==> src/pcg_pkg.sv <==
package pcg_pkg;

    // ==================================================================
    // Register offsets (byte addresses within the block).
    // ==================================================================
    localparam logic [11:0] PCG_OFF_RUN0    = 12'h100;
    localparam logic [11:0] PCG_OFF_RUN1    = 12'h104;
    localparam logic [11:0] PCG_OFF_SLP0    = 12'h110;
    localparam logic [11:0] PCG_OFF_SLP1    = 12'h114;
    localparam logic [11:0] PCG_OFF_DSL0    = 12'h120;
    localparam logic [11:0] PCG_OFF_DSL1    = 12'h124;
    localparam logic [11:0] PCG_OFF_CFG     = 12'h060;
    localparam logic [11:0] PCG_OFF_STATUS  = 12'h130;
    localparam logic [11:0] PCG_OFF_FAULT   = 12'h134;

    // ==================================================================
    // Writable bit masks; every other bit is reserved and reads zero.
    // ==================================================================
    localparam logic [31:0] PCG_MASK_REG0   = 32'h0010_0048;
    localparam logic [31:0] PCG_MASK_REG1   = 32'h0707_1133;
    localparam logic [31:0] PCG_MASK_CFG    = 32'h0000_0001;

    // ==================================================================
    // Reset values.
    // ==================================================================
    localparam logic [31:0] PCG_RST_RUN0    = 32'h0000_0040;
    localparam logic [31:0] PCG_RST_SLP0    = 32'h0000_0040;
    localparam logic [31:0] PCG_RST_DSL0    = 32'h0000_0040;
    localparam logic [31:0] PCG_RST_REG1    = 32'h0000_0000;
    localparam logic [31:0] PCG_RST_CFG     = 32'h0000_0000;

    // ==================================================================
    // Field positions in gating registers 0 and 1, and in the config.
    // ==================================================================
    localparam int PCG_BIT_PWM   = 20;
    localparam int PCG_BIT_HIBERNATE = 6;
    localparam int PCG_BIT_WATCHDOG  = 3;
    localparam int PCG_BIT_CMP0  = 24;
    localparam int PCG_BIT_TMR0  = 16;
    localparam int PCG_BIT_TWI0  = 12;
    localparam int PCG_BIT_QUAD0 = 8;
    localparam int PCG_BIT_SYNC0 = 4;
    localparam int PCG_BIT_SER0  = 0;
    localparam int PCG_BIT_AUTOGATE = 0;

    // ==================================================================
    // Number of gated unit slots in the enable vector.
    // ==================================================================
    localparam int PCG_NUNITS    = 16;

    // Power modes presented by the core.
    typedef enum logic [1:0] {
        PCG_MODE_RUN,
        PCG_MODE_SLEEP,
        PCG_MODE_DEEP
    } pcg_mode_t;

endpackage

==> src/pcg_gate_if.sv <==
`timescale 1ns/1ps
`default_nettype none
// Carries the selected gating words and per-unit enables between top and the enable map.
interface pcg_gate_if;
    logic [31:0] sel0;
    logic [31:0] sel1;
    logic [15:0] en;
    modport src (output sel0, output sel1, input en);
    modport dst (input sel0, input sel1, output en);
endinterface
`default_nettype wire

==> src/pcg_enmap.sv <==
`timescale 1ns/1ps
`default_nettype none
// Maps the two selected gating words onto the per-unit enable vector.
module pcg_enmap
    import pcg_pkg::*;
(
    pcg_gate_if.dst g    // Selected gating words in, enables out.
);
    // ==================================================================
    // Unit enable mapping.
    // ==================================================================
    // RULE_01 - bit drives enable.
    assign g.en = {g.sel0[PCG_BIT_PWM], g.sel0[PCG_BIT_HIBERNATE], g.sel0[PCG_BIT_WATCHDOG],
                   g.sel1[PCG_BIT_CMP0+2], g.sel1[PCG_BIT_CMP0+1], g.sel1[PCG_BIT_CMP0],
                   g.sel1[PCG_BIT_TMR0+2], g.sel1[PCG_BIT_TMR0+1], g.sel1[PCG_BIT_TMR0],
                   g.sel1[PCG_BIT_TWI0], g.sel1[PCG_BIT_QUAD0],
                   g.sel1[PCG_BIT_SYNC0+1], g.sel1[PCG_BIT_SYNC0],
                   g.sel1[PCG_BIT_SER0+1], g.sel1[PCG_BIT_SER0], 1'b0};
endmodule
`default_nettype wire

==> src/pcg_top.sv <==
// Contract
// RULE_01 - Each gating bit enables one unit clock.
// RULE_02 - Access to gated unit returns bus fault.
// RULE_03 - Gating bits reset to zero unless noted.
// RULE_04 - Separate run, sleep, deep-sleep register sets.
// RULE_05 - Sleep sets apply only with auto-gating.
// RULE_06 - Deep-sleep register 0 at 0x120.
// RULE_07 - Bit 3 enables watchdog in sleep sets.
// RULE_08 - Reserved bits read zero, ignore writes.
// RULE_09 - Software preserves reserved bits on update.
// RULE_10 - Run register 1 at 0x104, resets zero.
// RULE_11 - Bits 26:24 enable comparators 2..0.
// RULE_12 - Bits 18:16 enable timers 2..0.
// RULE_13 - Bit 12 enables two-wire controller.
// RULE_14 - Bit 8 enables quadrature encoder.
// RULE_15 - Bits 5:4 sync serial, 1:0 serial.
// RULE_16 - Mode picks run, sleep or deep set.
//
// The APB interface to the registers was decided locally.
`timescale 1ns/1ps
`default_nettype none
module pcg_top
    import pcg_pkg::*;
#(
    parameter int UNIT_ADDR_W = 4    // Width of the unit select field.
)
(
    input  wire logic        pclk,          // System clock, 50 MHz.
    input  wire logic        presetn,       // Asynchronous reset, active low.
    input  wire logic        psel,          // APB select.
    input  wire logic        penable,       // APB access phase.
    input  wire logic        pwrite,        // APB write when high.
    input  wire logic [11:0] paddr,         // APB byte address.
    input  wire logic [31:0] pwdata,        // APB write data.
    input  wire logic [3:0]  pstrb,         // APB byte strobes.
    output logic [31:0]      prdata,        // APB read data.
    output logic             pready,        // APB ready.
    output logic             pslverr,       // APB error on unmapped address.
    input  wire logic [1:0]  power_mode,    // Core mode: run, sleep, deep.
    input  wire logic        unit_access,   // Core is accessing a peripheral.
    input  wire logic [3:0]  unit_index,    // Index of the accessed unit.
    output logic             bus_fault,     // Access hit an unclocked unit.
    output logic [15:0]      unit_clk_en    // Per-unit clock enables.
);
    // ==================================================================
    // Elaboration checks.
    // ==================================================================
    if (UNIT_ADDR_W != 4) begin : g_bad_width
        $error("pcg_top supports only a four-bit unit index");
    end

    // ==================================================================
    // State.
    // ==================================================================
    typedef struct packed {
        logic [31:0] run0;
        logic [31:0] run1;
        logic [31:0] slp0;
        logic [31:0] slp1;
        logic [31:0] dsl0;
        logic [31:0] dsl1;
        logic [31:0] cfg;
        logic [31:0] rdata;
        logic        ready;
        logic        err;
        logic        fault;
        logic        fault_seen;
        logic [3:0]  fault_unit;
        logic [15:0] clk_en;
    } pcg_state_t;

    pcg_state_t s_q;
    pcg_state_t s_d;

    pcg_gate_if gi ();
    pcg_mode_t  mode;
    logic [31:0] wmask;
    logic        acc;
    logic        wr;
    logic        hit;
    logic [31:0] rd;

    assign mode = pcg_mode_t'(power_mode);

    // ==================================================================
    // Gate set selection.
    // ==================================================================
    // Sleep sets only steer the clocks once auto-gating is armed, so
    // software can program them ahead of time without side effects.
    // RULE_16 - mode selects set.
    always_comb begin
        gi.sel0 = s_q.run0;
        gi.sel1 = s_q.run1;
        // RULE_05 - auto-gating qualifies.
        if (s_q.cfg[PCG_BIT_AUTOGATE]) begin
            unique case (mode)
                PCG_MODE_RUN: begin
                    gi.sel0 = s_q.run0;
                    gi.sel1 = s_q.run1;
                end
                PCG_MODE_SLEEP: begin
                    gi.sel0 = s_q.slp0;
                    gi.sel1 = s_q.slp1;
                end
                PCG_MODE_DEEP: begin
                    gi.sel0 = s_q.dsl0;
                    gi.sel1 = s_q.dsl1;
                end
                default: begin
                    gi.sel0 = s_q.run0;
                    gi.sel1 = s_q.run1;
                end
            endcase
        end
    end

    pcg_enmap u_enmap (
        .g (gi)
    );

    // ==================================================================
    // APB decode and read mux.
    // ==================================================================
    // Strobes expand to a per-byte mask; narrow writes touch only their lanes.
    assign wmask = {{8{pstrb[3]}}, {8{pstrb[2]}}, {8{pstrb[1]}}, {8{pstrb[0]}}};
    assign acc   = psel && penable && !s_q.ready;
    // A write lands only on the edge at which the master sees ready high.
    assign wr    = psel && penable && s_q.ready && pwrite;

    // RULE_08 - reserved read zero.
    always_comb begin
        hit = 1'b1;
        rd  = 32'h0000_0000;
        unique case (paddr)
            PCG_OFF_RUN0:   rd = s_q.run0;
            PCG_OFF_RUN1:   rd = s_q.run1;
            PCG_OFF_SLP0:   rd = s_q.slp0;
            PCG_OFF_SLP1:   rd = s_q.slp1;
            PCG_OFF_DSL0:   rd = s_q.dsl0;
            PCG_OFF_DSL1:   rd = s_q.dsl1;
            PCG_OFF_CFG:    rd = s_q.cfg;
            PCG_OFF_STATUS: rd = {16'h0000, s_q.clk_en};
            PCG_OFF_FAULT:  rd = {26'h000_0000, s_q.fault_seen, s_q.fault, s_q.fault_unit};
            default:        hit = 1'b0;
        endcase
    end

    // ==================================================================
    // Next-state logic.
    // ==================================================================
    // One wait state: ready rises at the end of the first access cycle and the
    // transfer completes on the following edge. Writes are held back to
    // that completing edge, so a register never changes before the
    // master has seen the answer.
    always_comb begin
        s_d       = s_q;
        s_d.ready = acc;
        s_d.err   = acc && !hit;
        s_d.rdata = (acc && !pwrite) ? rd : 32'h0000_0000;
        if (wr && hit) begin
            unique case (paddr)
                // RULE_08 - mask reserved bits.
                PCG_OFF_RUN0:
                    s_d.run0 = (s_q.run0 & ~wmask) | (pwdata & wmask & PCG_MASK_REG0);
                // RULE_10 - run register 1.
                // RULE_11 - comparator enables.
                // RULE_12 - timer enables.
                // RULE_13 - two-wire enable.
                // RULE_14 - encoder enable.
                // RULE_15 - serial enables.
                PCG_OFF_RUN1:
                    s_d.run1 = (s_q.run1 & ~wmask) | (pwdata & wmask & PCG_MASK_REG1);
                // RULE_07 - watchdog bit writable.
                PCG_OFF_SLP0:
                    s_d.slp0 = (s_q.slp0 & ~wmask) | (pwdata & wmask & PCG_MASK_REG0);
                PCG_OFF_SLP1:
                    s_d.slp1 = (s_q.slp1 & ~wmask) | (pwdata & wmask & PCG_MASK_REG1);
                // RULE_06 - deep-sleep register 0.
                PCG_OFF_DSL0:
                    s_d.dsl0 = (s_q.dsl0 & ~wmask) | (pwdata & wmask & PCG_MASK_REG0);
                PCG_OFF_DSL1:
                    s_d.dsl1 = (s_q.dsl1 & ~wmask) | (pwdata & wmask & PCG_MASK_REG1);
                PCG_OFF_CFG:
                    s_d.cfg  = (s_q.cfg & ~wmask) | (pwdata & wmask & PCG_MASK_CFG);
                PCG_OFF_FAULT:
                    // Writing one to bit 5 clears the sticky flag; the recorded unit stays.
                    if (pwdata[5] && pstrb[0]) begin
                        s_d.fault_seen = 1'b0;
                    end
                default: ;
            endcase
        end
        // RULE_01 - enables registered out.
        s_d.clk_en = gi.en;
        // RULE_02 - fault on gated unit.
        s_d.fault = unit_access && !s_q.clk_en[unit_index];
        // A new fault wins over a clear in the same cycle.
        if (s_d.fault) begin
            s_d.fault_seen = 1'b1;
            s_d.fault_unit = unit_index;
        end
    end

    // ==================================================================
    // State register.
    // ==================================================================
    // RULE_03 - reset values.
    always_ff @(posedge pclk or negedge presetn) begin
        if (!presetn) begin
            s_q            <= '0;
            s_q.run0       <= PCG_RST_RUN0;
            s_q.run1       <= PCG_RST_REG1;
            s_q.slp0       <= PCG_RST_SLP0;
            s_q.slp1       <= PCG_RST_REG1;
            s_q.dsl0       <= PCG_RST_DSL0;
            s_q.dsl1       <= PCG_RST_REG1;
            s_q.cfg        <= PCG_RST_CFG;
        end else begin
            // RULE_04 - three sets held.
            s_q <= s_d;
        end
    end

    // ==================================================================
    // Outputs.
    // ==================================================================
    assign prdata      = s_q.rdata;
    assign pready      = s_q.ready;
    assign pslverr     = s_q.err;
    assign bus_fault   = s_q.fault;
    assign unit_clk_en = s_q.clk_en;

endmodule
`default_nettype wire

==> config.mk <==
export PLATFORM = sky130hd
export DESIGN_NAME = pcg_top
export DESIGN_NICKNAME = d
export VERILOG_FILES = /design/src/pcg_pkg.sv /design/src/pcg_gate_if.sv /design/src/pcg_enmap.sv /design/src/pcg_top.sv
export SDC_FILE = /design/constraint.sdc
export NUM_CORES = 1
export LEC_CHECK = 0
export BUFFER_PORTS_ARGS = -buffer_cell sky130_fd_sc_hd__buf_2
export CORE_MARGIN = 2
export CORE_UTILIZATION = 50
export DETAILED_ROUTE_END_ITERATION = 10
export GPL_TIMING_DRIVEN = 0
export MAX_ROUTING_LAYER = met4
export PLACE_DENSITY = 0.69
export SLEW_MARGIN = 10
export SYNTH_ARGS = -nofsm -noshare
export SYNTH_HDL_FRONTEND = slang
export SYNTH_SLANG_ARGS = --single-unit
export TNS_END_PERCENT = 10
==> constraint.sdc <==
create_clock -name pclk -period 2.2 [get_ports pclk]
set_input_delay 0.22 -clock pclk [delete_from_list [all_inputs] [get_ports pclk]]
set_output_delay 0.22 -clock pclk [all_outputs]
set_load 0.02 [all_outputs]
==> results of run 1 <==
==> cell families after synthesis <==
group	Yosys count	synth area share, %
adders and majority gates	2	0.2083
other	1	0.03122
AOI/OAI and AO/OA	190	11.23
DFF	279	58.16
buffers and inverters	105	5.146
and+or+nand+nor	351	17.08
muxes	86	8.146
==> worst max-delay path, cell delays in order (launching register included) <==
cell,delay (ns)
dfrtp_1,0.35
and4_1,0.33
clkbuf_4,0.25
nand2_1,0.17
o22ai_2,0.34
nand2_1,0.33
and2_1,0.27
==> stage by stage <==
step	cells	TNS [ns]	worst slack, ns	total power (W)
floorplan	1014	0	0.2299	0.005374
global placement	1423	-1183.83	-4.166	0.005605
detailed placement	1425	-39.46	-0.6270	0.005621
CTS	1494	-0.005586	-0.004060	0.01066
global route	1494	-0.05561	-0.009561	0.01091
finish	1494	0	0.03633	0.01060
==> area by class of cell <==
type / count / area [sq um]
fill: 1960 / 9402
sequential: 279 / 6985
multi-input combinational: 630 / 4456
clock buffer: 43 / 868.3
timing repair buffer: 108 / 675.6
buffer: 98 / 601.8
tap: 319 / 399.1
clock inverter: 10 / 128.9
inverter: 7 / 26.28
==> synthesized netlist by cell type (2+ instances only) <==
cell	instances
dfrtp_1	276
and2_1	129
nand2_1	85
mux2_2	62
buf_4	53
nor2b_1	53
a22oi_1	41
o21ai_0	41
a21oi_1	32
a222oi_1	22
clkbuf_1	22
a22o_1	20
buf_2	19
mux2i_1	19
nor2_1	18
nand3_1	14
a31oi_1	13
and3_1	10
a32oi_1	9
and2b_1	8
inv_1	7
nand4_1	6
and4_1	3
buf_1	3
dfstp_2	3
mux4_2	3
nand2_2	3
o22ai_2	3
ha_1	2
mux2_1	2
nand3b_1	2
nor2_4	2
nor3_1	2
nor4_4	2
nor4b_4	2
o22ai_1	2
==> worst max-delay path by stage <==
stage	from	slack, ns	endpoint
finish	pready	0.04	s_q[167]
floorplan	pready	0.23	register
CTS	pready	-0.004	register
global placement	presetn	-4.17	prdata[25]
detailed placement	paddr[2]	-0.63	prdata[28]
global route	pready	-0.01	s_q[161]
==> power groups by stage <==
stage          logic, W  registers (W)  clock network, W
6_report       0.000396        0.00515           0.00505
3_5_place_dp   0.000372        0.00525                 0
5_1_grt        0.000432        0.00515           0.00532
2_1_floorplan  0.000123        0.00525                 0
4_1_cts        0.000395        0.00515           0.00511
3_3_place_gp   0.000356        0.00525                 0
==> what timing repair did <==
action | 4_1_cts | 5_1_grt
endpoints found under the setup margin | 116 | 91
resized for setup | 6 | 15
hold buffers | 16 | 0
endpoints found under the hold margin | 140 | 0
==> per-layer routing <==
metal | wire (microns) | global-route usage, %
met1 | 14390 | 38.19
met2 | 14480 | 39.12
met3 | 3183 | 7.632
met4 | 1194 | 9.421
met5 | 0 | -
==> results.ini, run 1 <==
[sta]
setup_viol_count_final = 0
final_min_period_over_clock_period_pct = 98.35
timing_max_transition_violations_final = 0
final_hold_viol_count = 0
fin_skew_ns = 0.008850
max_slew_margin_pct = 38.85
tightestPinTransition_ns = 0.9172
hold-worst-slack_ns = 0.03267
period_minus_slack_ns = 2.164
rsz_0062_raised_after_global_routing = yes
fmax_mhz = 462.2

[detailed_routing]
starting_drc_count_in_detailed_routing = 785
routed_wirelength_microns = 33250
detail_route.vias_per_cell = 5.762
ant_nets = 0
route.vias.total = 8609
dr.pass1.iters = 7
wl_per_cell_microns = 22.25
drc = 0

[synth]
post_synth_num_cell_types = 57
post_synth_main_area_contributors = dfrtp_1 (57%), and2_1 (6.7%), mux2_2 (5.8%), buf_4 (3.3%), nor2b_1 (2.8%)
yosysSeqAreaShare_pct = 58.16
avgSynthCellArea_sq_um = 11.85
ys.flop_type = dfrtp_1
synthArstFlopShare_pct = 100.0
syn-instance-count = 1014
count_of_warnings_emitted_by_yosys = 0
total_of_flip_flops_plus_latches_after_synthesis = 279
synth.cell_area_sq_um = 12010
mappedNetlistNets = 1076
synth_largest_area_cell = dfrtp_1
edff_count_synth = 0
synth_top_area_share_pct = 57.50

[cells_and_area]
area_growth_pct = 17.73
layout_commonest_cell = dfrtp_1
nNetsFinal = 1215
diodes = 0
final_area_sq_um = 14140
final_cell_mix = dfrtp_1 (276), and2_1 (129), buf_2 (109)
postLayoutCoreUtil_pct = 60.07
drive_gt1_share_pct = 26.81

[clock_network]
clk-insertion-delay-late_ns = 0.54
cts_inserted_buffers = 29
clock_path_buffers = 3
cts_num_sinks = 279
postCtsSetupRepairBufs = 0
cts.clk_slew.worst_paths_ns = 0.06
cts_root_buf = clkbuf_16
tritoncts_clock_tree = built
htreeDepth = 1

[critical_path]
timing.critical_path.to_type = register
worstPathArrival_ns = 2.59
reg2reg_to = s_q[167]
worst-r2r-setup-slack_ns = 0.04
critPathLaunchType = register
critPathKind = reg2reg
crit_fanout = 10
rr_worst_depth = 6
worst_r2r_startpoint = pready
timing.critical_path.required_ns = 2.63

[grt]
grt_start_max_net_pins = 97
grt_util_all_layers_pct = 27.48
grt.overflow.total = 0
number_of_antenna_violations_at_the_first_check_in_global_routing = 0
global_route_wire_length_before_repair_microns = 51860
via_count_of_the_first_global_routing_pass = 8713

[pwr]
irDropWorstVdd_v = 0.0004833
switching_share_pct = 21.36
power.switching_w = 0.002263
power.combinational.fraction_pct = 3.7
power_frac_clock_pct = 47.6
leakage_nw = 6.911
p_int_w = 0.008334
power.density_nw_per_um2 = 749.4
sequentialPowerShare_pct = 48.6

[hold_path]
tightest_hold_check_type = in2reg
hold_end = pready
worst_hold_startpoint = penable
hold-path-cell-count = 4

[floorplan]
io_pins = 111
floorplan.core_area_sq_um = 23540
count_of_standard_cell_rows = 56
chipHeight_microns = 159.0
initial_core_util_pct = 51.02
chip_width_microns = 159.0
die_area_sq_um = 25280

[run_status]
result_of_the_run = finished clean

[place]
dpl_cell_area_sq_um = 12930
dp.final_hpwl_microns = 23090
finalWeightedCongestion = 0.9433
buffer_ports.inserted = 90

[flow_run]
timing.max_cap.violations = 0

(Power assumes the default switching activity.)
==> inputs of run 2 (changes only) <==
clock period = 2.75 ns   (was 2.2 ns; I/O delays follow)
==> run 2 against run 1 <==
Effect of this change:
- sequential share of layout area up 0.51 points
- clock skew down 0.00080 ns
- maximum frequency down 16%
- register-to-register slack better by 0.15 ns
- critical path type unchanged
- combinational power down 23%
- wire length up 0.25%
- non-clock buffer count down 9
- first-iteration DRC count up 5.0%
==> results.ini, run 2 (same netlist as run 1, synthesis figures left out) <==
[run_status]
result_of_the_run = finished clean

[sta]
finalWorstSetupSlack_ns = 0.1885  ; +0.1521 ns
final_hold_viol_count = 0  ; unchanged
tightestPinTransition_ns = 0.9136  ; -0.003596 ns
rsz_0062_raised_after_global_routing = no
setup_viol_count_final = 0  ; unchanged
final_min_period_over_clock_period_pct = 93.15  ; -5.2 points
fin_skew_ns = 0.008046  ; -0.0008045 ns
timing_max_transition_violations_final = 0  ; unchanged
hold-worst-slack_ns = 0.004310  ; -0.02836 ns
max_slew_margin_pct = 39.09  ; +0.24 points
period_minus_slack_ns = 2.562  ; +0.3979 ns
fmax_mhz = 390.4  ; -16%

[critical_path]
rr_worst_depth = 7  ; +1
worstPathArrival_ns = 2.99  ; +0.40 ns
crit_fanout = 10  ; unchanged
timing.critical_path.required_ns = 3.18  ; +0.55 ns
critPathLaunchType = register
critPathKind = reg2reg
timing.critical_path.to_type = register

[hold_path]
hold-path-cell-count = 2  ; -2
tightest_hold_check_type = in2reg

[cells_and_area]
fillCellCount = 1975  ; +0.77%
multi_input_area_sq_um = 4408  ; -1.1%
area_growth_pct = 16.52
instances_no_fill = 1486  ; -0.54%
nNetsFinal = 1206  ; -0.74%
final_cell_mix = dfrtp_1 (276), and2_1 (129), buf_2 (108)
postLayoutCoreUtil_pct = 59.45  ; -0.62 points
sequential_cell_area_sq_um = 6985  ; unchanged
layout_commonest_cell = dfrtp_1
final_area_sq_um = 14000  ; -1.0%
drive_gt1_share_pct = 25.81  ; -0.99 points

[detailed_routing]
starting_drc_count_in_detailed_routing = 824  ; +5.0%
route.vias.total = 8535  ; -0.86%
detail_route.vias_per_cell = 5.744  ; -0.33%
ant_nets = 0  ; unchanged
wl_per_cell_microns = 22.43  ; +0.79%
drc = 0  ; unchanged
dr.pass1.iters = 6  ; -1
routed_wirelength_microns = 33330  ; +0.25%

[grt]
global_route_wire_length_before_repair_microns = 51800  ; -0.12%
grt.overflow.total = 0  ; unchanged
via_count_of_the_first_global_routing_pass = 8659  ; -0.62%
number_of_antenna_violations_at_the_first_check_in_global_routing = 1  ; +1
grt_util_all_layers_pct = 27.45  ; -0.035 points
grt_start_max_net_pins = 97  ; unchanged

[pwr]
irDropWorstVdd_v = 0.0003883  ; -20%
leakage_nw = 6.856  ; -0.79%
power.density_nw_per_um2 = 605.2  ; -19%

[floorplan]
chip_width_microns = 159.0  ; unchanged
die_area_sq_um = 25280  ; unchanged
count_of_standard_cell_rows = 56  ; unchanged
floorplan.core_area_sq_um = 23540  ; unchanged
io_pins = 111  ; unchanged
initial_core_util_pct = 51.02  ; unchanged
chipHeight_microns = 159.0  ; unchanged

[clock_network]
tritoncts_clock_tree = built
clk-insertion-delay-late_ns = 0.54  ; about the same
cts.clk_slew.worst_paths_ns = 0.06  ; about the same
postCtsSetupRepairBufs = 0  ; unchanged
cts-resized-gates = 0  ; -6
cts_root_buf = clkbuf_16
htreeDepth = 1  ; unchanged
cts_num_sinks = 279  ; unchanged
cts_hold_buffers = 7  ; -9
clock_path_buffers = 3  ; unchanged
cts_inserted_buffers = 29  ; unchanged

[place]
dp.final_hpwl_microns = 23090  ; unchanged
place_inst = 1425  ; unchanged
buffer_ports.inserted = 90  ; unchanged
dpl_cell_area_sq_um = 12930  ; unchanged
finalWeightedCongestion = 0.9433  ; unchanged
detailedPlace.worstSlack_ns = -0.1320  ; +0.4950 ns

[flow_run]
timing.max_cap.violations = 0  ; unchanged

## run 2: cell count changes in the layout (fill, tap and decap cells not counted), sizes merged
cell / previous run / this run
dlygate4sd3: 16 / 7
diode: 0 / 1
## run 2: layout make-up
class | instances | share of cell area, %
sequential | 279 | 49.91
multi-input combinational | 630 | 31.49
clock buffer | 43 | 6.204
buffer | 98 | 4.229
timing repair buffer | 99 | 4.184
tap | 319 | 2.852
clock inverter | 10 | 0.9208
inverter | 7 | 0.1877
antenna | 1 | 0.01788
## run 2: final timing paths
kind	startpoint	to	slack, ns
min	pwdata[20]	register	0.004
max reg2reg	pready	s_q[186]	0.19
max	pready	s_q[186]	0.19
min in group asynchronous	presetn	s_q[94]	0.35
max in group asynchronous	presetn	s_q[278]	1.08
min reg2reg	s_q[222]	s_q[222]	0.48
## run 2: per-layer routing
layer  global-route usage (%)  part of all wire [%]
met1                    38.52                    44
met2                    39.02                    44
met3                    7.189                   9.4
met4                    9.298                   3.5
met5                        -                     0
## run 2: stage by stage
step	setup TNS (ns)	power (W)
6_report	0	0.008471
5_1_grt	0	0.008714
4_1_cts	0	0.008515
3_5_place_dp	-1.593	0.004497
3_3_place_gp	-1012.57	0.004484
2_1_floorplan	0	0.004299
## run 2: power breakdown
group | internal, W | switching [W] | leakage, nW | total, W
combinational | 0.0000881 | 0.000216 | 2.49 | 0.000304
sequential | 0.00412 | 0.00000673 | 3.87 | 0.00412
clock | 0.00245 | 0.00159 | 0.498 | 0.00404
total | 0.00666 | 0.00181 | 6.86 | 0.00847
## run 2: worst max-delay path, stage by stage, from the launching register on
cell and delay, ns:
dfrtp_1 0.35, and4_1 0.33, clkbuf_1 0.40, nand2_1 0.24, o22ai_1 0.33, buf_2 0.32, nand2_1 0.24, and2_1 0.23
